## src/irt_pkg.sv

```systemverilog
// Package for the ISA I/O recovery timing block
package irt_pkg;

    // Register indices, byte address is four times the index
    localparam logic [7:0]  IRT_IDX_DIV    = 8'h50;
    localparam logic [7:0]  IRT_IDX_RECOV  = 8'h51;
    localparam logic [7:0]  IRT_IDX_STAT   = 8'h60;

    // Reset values
    localparam logic [7:0]  IRT_RST_RECOV  = 8'h43;
    localparam logic [2:0]  IRT_RST_DIV    = 3'h3;

    // Field positions in the recovery register
    localparam int          IRT_R8_LSB     = 4;
    localparam int          IRT_R16_LSB    = 0;
    localparam int          IRT_RFLD_W     = 4;

    // Field positions in the divisor register
    localparam int          IRT_DIV_LSB    = 0;
    localparam int          IRT_DIV_W      = 3;

    // Status register bit positions
    localparam int          IRT_ST_BUSY8   = 0;
    localparam int          IRT_ST_BUSY16  = 1;
    localparam int          IRT_ST_ISACLK  = 2;

    // Divisor codes and their divide ratios
    localparam logic [2:0]  IRT_DIV_CODE3  = 3'h2;
    localparam logic [2:0]  IRT_DIV_CODE4  = 3'h3;
    localparam logic [2:0]  IRT_RATIO3     = 3'h3;
    localparam logic [2:0]  IRT_RATIO4     = 3'h4;

    // Fixed built-in delay plus the one clock of code zero
    localparam logic [4:0]  IRT_FIXED_DLY  = 5'h1;
    localparam logic [4:0]  IRT_CODE_BIAS  = 5'h1;

    // AHB transfer type bit for an active transfer
    localparam int          IRT_HTRANS_ACT = 1;

    // Completed ISA I/O cycle event
    typedef struct packed {
        logic valid;    // One-cycle completion pulse
        logic wide;     // High for a 16-bit cycle
    } irt_done_type;

    // Latched AHB address phase
    typedef struct packed {
        logic       write;  // Write transfer
        logic       read;   // Read transfer
        logic [7:0] index;  // Word index
    } irt_aphase_type;

endpackage

```

## src/irt_recovery.sv

```systemverilog
// ISA I/O recovery timing and ISA clock divider with AHB-Lite registers
`timescale 1ns/1ps

module irt_recovery
    import irt_pkg::*;
#(
    parameter int CNT_W = 5     // Recovery counter width
) (
    // Clock and reset
    input  wire logic         ref_clk,
    input  wire logic         rst,
    // AHB-Lite slave
    input  wire logic         hsel,
    input  wire logic [31:0]  haddr,
    input  wire logic [1:0]   htrans,
    input  wire logic         hwrite,
    input  wire logic [2:0]   hsize,
    input  wire logic [31:0]  hwdata,
    input  wire logic         hready,
    output logic              hreadyout,
    output logic [31:0]       hrdata,
    output logic              hresp,
    // ISA cycle sequencer side
    input  wire irt_done_type io_done,
    output logic              io_ready8,
    output logic              io_ready16,
    // ISA bus clock
    output logic              isa_clk,
    output logic              isa_clk_rise
);

    // Widest load is 15 + 1 + 1 = 17, which needs five bits.
    // A narrower counter would wrap the longest code to a short
    // gap and let the next cycle start far too early.
    initial begin
        if (CNT_W < 5) begin
            $error("CNT_W must be at least 5");
        end
    end

    // Register state
    logic [7:0]     recov_reg;      // Recovery control
    logic [7:0]     recov_next;
    logic [2:0]     div_reg;        // ISA clock divisor code
    logic [2:0]     div_next;
    irt_aphase_type aph_reg;        // Pending data phase
    irt_aphase_type aph_next;
    logic [31:0]    rdata_reg;      // Read data
    logic [31:0]    rdata_next;

    // Recovery counters, index 0 for 8-bit, 1 for 16-bit
    logic [CNT_W-1:0] cnt_reg  [2];
    logic [CNT_W-1:0] cnt_next [2];

    // Divider state
    logic [2:0]     phase_reg;      // Position in ISA clock period
    logic [2:0]     phase_next;
    logic           isa_reg;        // ISA clock level
    logic           isa_next;
    logic           rise_reg;       // Rising edge marker
    logic           rise_next;

    // Address phase accepted this cycle
    logic           take;
    logic [7:0]     idx;

    // Byte address to word index, shared by write and read paths
    function automatic logic [7:0] word_index(input logic [31:0] a);
        word_index = a[9:2];
    endfunction

    // Map a divisor code to its ratio; a bad code falls back to four
    function automatic logic [2:0] div_ratio(input logic [2:0] code);
        if (code == IRT_DIV_CODE3) begin
            div_ratio = IRT_RATIO3;
        end else begin
            div_ratio = IRT_RATIO4;
        end
    endfunction

    // Decode a recovery field into a full hold-off count
    function automatic logic [CNT_W-1:0] recov_load(
        input logic [IRT_RFLD_W-1:0] fld
    );
        logic [4:0] sum;
        sum = 5'(fld) + IRT_CODE_BIAS + IRT_FIXED_DLY;
        recov_load = CNT_W'(sum);
    endfunction

    // Zero wait states and an OKAY answer on every transfer.
    // Every register is a plain flop, so there is nothing that
    // could ever need a stretched data phase or an error answer.
    assign hreadyout = 1'b1;
    assign hresp     = 1'b0;
    assign hrdata    = rdata_reg;

    // Address phase decode
    assign take = hsel & hready & htrans[IRT_HTRANS_ACT];
    assign idx  = word_index(haddr);

    // Bus next-state: latch the address phase
    always_comb begin
        aph_next = '0;
        if (take) begin
            aph_next.write = hwrite;
            aph_next.read  = ~hwrite;
            aph_next.index = idx;
        end
    end

    // Register writes land in the data phase
    always_comb begin
        recov_next = recov_reg;
        div_next   = div_reg;
        if (aph_reg.write) begin
            if (aph_reg.index == IRT_IDX_RECOV) begin
                // Both nibbles are written as one byte
                recov_next = hwdata[7:0];
            end else if (aph_reg.index == IRT_IDX_DIV) begin
                // Code is stored as written, checked at use
                div_next = hwdata[IRT_DIV_LSB +: IRT_DIV_W];
            end
        end
    end

    // Read data is built from next values so a read right
    // behind a write to the same word sees the new contents
    always_comb begin
        rdata_next = '0;
        if (take && !hwrite) begin
            if (idx == IRT_IDX_RECOV) begin
                rdata_next[7:0] = recov_next;
            end else if (idx == IRT_IDX_DIV) begin
                rdata_next[IRT_DIV_LSB +: IRT_DIV_W] = div_next;
            end else if (idx == IRT_IDX_STAT) begin
                rdata_next[IRT_ST_BUSY8]  = (cnt_next[0] != '0);
                rdata_next[IRT_ST_BUSY16] = (cnt_next[1] != '0);
                rdata_next[IRT_ST_ISACLK] = isa_next;
            end
            // Unmapped words read as zero
        end
    end

    // Bus and configuration registers
    always_ff @(posedge ref_clk) begin
        if (rst) begin
            recov_reg <= IRT_RST_RECOV;
            div_reg   <= IRT_RST_DIV;
            aph_reg   <= '0;
            rdata_reg <= '0;
        end else begin
            recov_reg <= recov_next;
            div_reg   <= div_next;
            aph_reg   <= aph_next;
            rdata_reg <= rdata_next;
        end
    end

    // One recovery counter per transfer width
    for (genvar w = 0; w < 2; w++) begin : g_recov
        logic [IRT_RFLD_W-1:0] fld;     // Field for this width
        logic                  hit;     // Completion of this width

        // 8-bit uses the upper nibble, 16-bit the lower
        assign fld = (w == 0) ? recov_reg[IRT_R8_LSB +: IRT_RFLD_W]
                              : recov_reg[IRT_R16_LSB +: IRT_RFLD_W];
        assign hit = io_done.valid & (io_done.wide == (w == 1));

        // A completion reloads the count even mid-recovery,
        // so the gap is always measured from the last cycle
        always_comb begin
            cnt_next[w] = cnt_reg[w];
            if (hit) begin
                cnt_next[w] = recov_load(fld);
            end else if (cnt_reg[w] != '0) begin
                cnt_next[w] = cnt_reg[w] - 1'b1;
            end
        end

        // Counter register
        always_ff @(posedge ref_clk) begin
            if (rst) begin
                cnt_reg[w] <= '0;
            end else begin
                cnt_reg[w] <= cnt_next[w];
            end
        end
    end

    // Next cycle of a width may start only once its count drains
    assign io_ready8  = (cnt_reg[0] == '0);
    assign io_ready16 = (cnt_reg[1] == '0);

    // ISA clock divider next-state
    always_comb begin
        logic [2:0] ratio;
        ratio      = div_ratio(div_reg);
        // A shortened ratio can leave phase past the end; wrap it
        if (phase_reg >= ratio - 3'h1) begin
            phase_next = '0;
        end else begin
            phase_next = phase_reg + 3'h1;
        end
        // High for the first half, rounded up for divide by three
        isa_next  = (phase_next < ((ratio + 3'h1) >> 1));
        rise_next = (phase_next == '0);
    end

    // Divider registers; outputs come straight from flops.
    // Phase resets to the last step of a divide-by-four period, so
    // the first clock out of reset opens a period: the ISA clock
    // then rises together with its rise marker, never without it.
    always_ff @(posedge ref_clk) begin
        if (rst) begin
            phase_reg <= IRT_RATIO4 - 3'h1;
            isa_reg   <= 1'b0;
            rise_reg  <= 1'b0;
        end else begin
            phase_reg <= phase_next;
            isa_reg   <= isa_next;
            rise_reg  <= rise_next;
        end
    end

    // ISA clock outputs; the rise marker lets the sequencer align
    // its strobes to the ISA clock without an edge detector of its own
    assign isa_clk      = isa_reg;
    assign isa_clk_rise = rise_reg;

    // The bus signals hsize and upper address bits are not
    // checked: only whole-word single transfers are expected
    logic unused_ok;
    assign unused_ok = ^{hsize, haddr[31:10], haddr[1:0], hwdata[31:8]};

endmodule

```

## config.mk

```make
export PLATFORM = sky130hd
export DESIGN_NAME = irt_recovery
export DESIGN_NICKNAME = d
export VERILOG_FILES = /design/src/irt_pkg.sv /design/src/irt_recovery.sv
export SDC_FILE = /design/constraint.sdc
export NUM_CORES = 1
export LEC_CHECK = 0
export BUFFER_PORTS_ARGS = -buffer_cell sky130_fd_sc_hd__clkbuf_2
export CAP_MARGIN = 15
export CORE_ASPECT_RATIO = 0.8
export CORE_MARGIN = 5
export CORE_UTILIZATION = 48
export DETAILED_ROUTE_END_ITERATION = 10
export PLACE_DENSITY = 0.85
export RECOVER_POWER = 25
export SETUP_SLACK_MARGIN = 0.5
export SLEW_MARGIN = 20
export SYNTH_ARGS = -nofsm -noshare
export SYNTH_HDL_FRONTEND = slang
export SYNTH_SLANG_ARGS = --single-unit
export TNS_END_PERCENT = 20
```

## constraint.sdc

```tcl
create_clock -name ref_clk -period 4.3 [get_ports ref_clk]
set_clock_uncertainty 0.1 [all_clocks]
set_input_delay 0.645 -clock ref_clk [delete_from_list [all_inputs] [get_ports ref_clk]]
set_output_delay 0.645 -clock ref_clk [all_outputs]
set_load 0.005 [all_outputs]
```

==> impl_results.md <==
* Hold Crit Class: reg2reg
* Post-route cell area at around 2300 µm²
* Drt drc at 0
* Syn Area/Cell at 9.228 µm²
* Sequential fraction of the synthesis area at 0.4021
* Die X at 84.67 µm
* Worst slew pin tran at 1.138 ns
* Total overflow reported by the global router at 0
* CP Class: reg2reg
* Vias in the first global route at 1521
* Peak supply drop at 191.5 µV
* Largest family of logic cells by synthesized area: simple AND/OR/NAND/NOR gates
* Core area at between 4000 and 5000 µm²
* Rel. slew slack at 0.2416
* Clock transition at path regs at 0.08 ns
* Final Setup Violations at 0
* Synthesized flop and latch total at 43
* Post-synthesis mux area share at 0.04325
* Clock Sinks at 43
* DP Area at about 2200 µm²
* Worst-skew pair later-pin latency at between 0.2 and 0.3 ns
* Total GRT Usage at 0.1434
* Drt pass-1 iters at 4
* Initial core utilization at 0.5029
* RSZ-0062 raised after global routing: false
* Root Driver: clkbuf_8
* Netlist cell types at 59
* Commonest non-fill, non-tap cell in the layout: dfxtp_1
* Die area at roughly 5900 µm²
* Antenna violations before repair at 0
* First-pass GRT wire length at about 6700 µm
* Mapped Cells at 232
* PortBufs at 35
* Post-synthesis simple-gate area fraction at 0.2320
* Critical path arrival at around 2.7 ns
* Max-slew violation count at 0
* Antenna-violating nets left at 0
* DR WL/cell at 12.50 µm
* Max-cap viol count at 0
* Row count at 21
* Total Routed Length at 4024 µm
* Ys Warns at 0
* Fill cells at 399
* Setup TNS at 0 ns
* Endpoints failing hold at 0
* I/O Pins at 114
* Async S/R FF share, synth at 0
* # Post-CTS Setup Buffers at 0
* EDFF count, synth at 0
* Vias at approximately 1600
* Fin crit share at 0.6020
* Final nets at 346
* Max Freq at 386.3 MHz
* Synth Area in Adders at 0.03507
* Most used flip-flop cell after synthesis: dfxtp_1
* Detailed Route Iter0 Violations at approximately 50
* Buffers from clock root to sink, at most at 2
* Status: completed
* Largest net degree at the start of global routing at 27
* PwrDens at 390.7 nW/µm²
* Netlist area before placement at between 2000 and 2500 µm²
* Fraction of layout cells with a size suffix above 1 at 0.1887
* Max FFs per register at 10
* CTS H-tree depth at 2
* Area growth from synthesis to layout at 8.124%
* CTS buffer count at 5
* CP startpoint kind: register
* Routability cong. at 0.8303
* Die height at 69.73 µm
* CP max FO at 4
* Hold_buf cts at 0
* Post-synthesis compound-gate area fraction at 0.1350
* Most frequent cells in the layout: dfxtp_1, clkbuf_2, nor2_1, conb_1, inv_1
* ANT cells at 0
* Vias per inst at 4.991
* Critical Path Sink Type: register
* DPL Wire Length at 2991 µm
* CTS tree: built
* PostCTS Resize Cnt at 0
* Static leakage at 0.001057 µW
* Xor/xnor cell area share of the yosys netlist at 0.02046
* CP required at 4.39 ns
* Min Tclk post-route at 2.588 ns
## metrics by stage
stage / cells / hold WS [ns] / total power, µW / worst slack (ns) / utilization
floorplan: 256 / 0.3506 / 632.5 / 2.275 / -
global placement: 314 / 0.3688 / 663.1 / 1.863 / 0.5279
detailed placement: 314 / 0.3747 / 669.2 / 1.884 / 0.5279
CTS: 322 / 0.3982 / 926.1 / 1.918 / 0.5479
global route: 322 / 0.4279 / 965.3 / 1.560 / 0.5438
finish: 322 / 0.4097 / 904.3 / 1.712 / 0.5438
## power by group
| group | total [µW] | leakage (µW) | internal (µW) | switching (µW) |
|---|---|---|---|---|
| Combinational | 218 | 0.000666 | 104 | 114 |
| Clock | 245 | 0.0000412 | 113 | 131 |
| Sequential | 442 | 0.000350 | 425 | 16.9 |
## worst paths after layout
check	start	endpoint	slack (ns)	cells after the start
max	cnt_reg[1][0]	hrdata[1]	1.71	7
min	div_reg[1]	div_reg[1]	0.41	1
max reg2reg	cnt_reg[1][0]	hrdata[1]	1.71	7
min reg2reg	div_reg[1]	div_reg[1]	0.41	1
## cells by family after synthesis
logic type	Yosys count
AO/OA/AOI/OAI	37
XOR/XNOR	5
adder cells (fa/ha/maj)	6
buffers and inverters	46
flip-flops	43
multiplexers	9
other	2
AND/OR/NAND/NOR	84
## area by class of cell
class	instances	area, µm²	area share
clock buffer	6	72.57	0.03135
inverter	12	45.04	0.01946
sequential	43	860.8	0.3719
clock inverter	2	12.51	0.005405
tap	57	71.32	0.03081
timing repair buffer	35	172.7	0.07459
multi-input combinational	167	1080	0.4665
## layer usage
metal / GRT usage / vias up / share of wire
met3: 0.04632 / 12 / 0.074
li1: - / 814 / -
met5: 0 / - / 0
met2: 0.2233 / 55 / 0.46
met1: 0.1702 / 726 / 0.43
met4: 0.08787 / 0 / 0.030
## cell usage after synthesis, drive strengths merged, types with 2 or more instances
cell / instances / area share
a211oi: 2 / 0.0070
or3: 3 / 0.0088
and2: 10 / 0.029
mux2: 2 / 0.011
mux2i: 7 / 0.033
xnor2: 4 / 0.016
o21ai: 3 / 0.0070
a21oi: 4 / 0.0094
o21a: 2 / 0.0070
nand3: 3 / 0.0070
buf: 30 / 0.10
nand2: 8 / 0.014
ha: 6 / 0.035
a2111oi: 3 / 0.015
a31o: 2 / 0.0082
dfxtp: 43 / 0.40
a211o: 4 / 0.016
nor4b: 2 / 0.018
o31ai: 2 / 0.0070
nor2: 30 / 0.053
nor3: 4 / 0.0094
nand2b: 4 / 0.012
a311oi: 2 / 0.0082
inv: 12 / 0.021
and4b: 2 / 0.0094
clkbuf: 4 / 0.0070
a21o: 2 / 0.0070
nor2b: 6 / 0.018
and3b: 2 / 0.0082
conb: 2 / 0.0035
## critical path: stages (launching register included)
cell and delay, ns:
dfxtp_1 0.33, inv_1 0.06, ha_1 0.21, nor4b_1 0.68
mux2_2 0.43, a2111oi_2 0.31, a311oi_1 0.14, a31o_1 0.22
No activity file was read; power rests on OpenSTA's default activity.
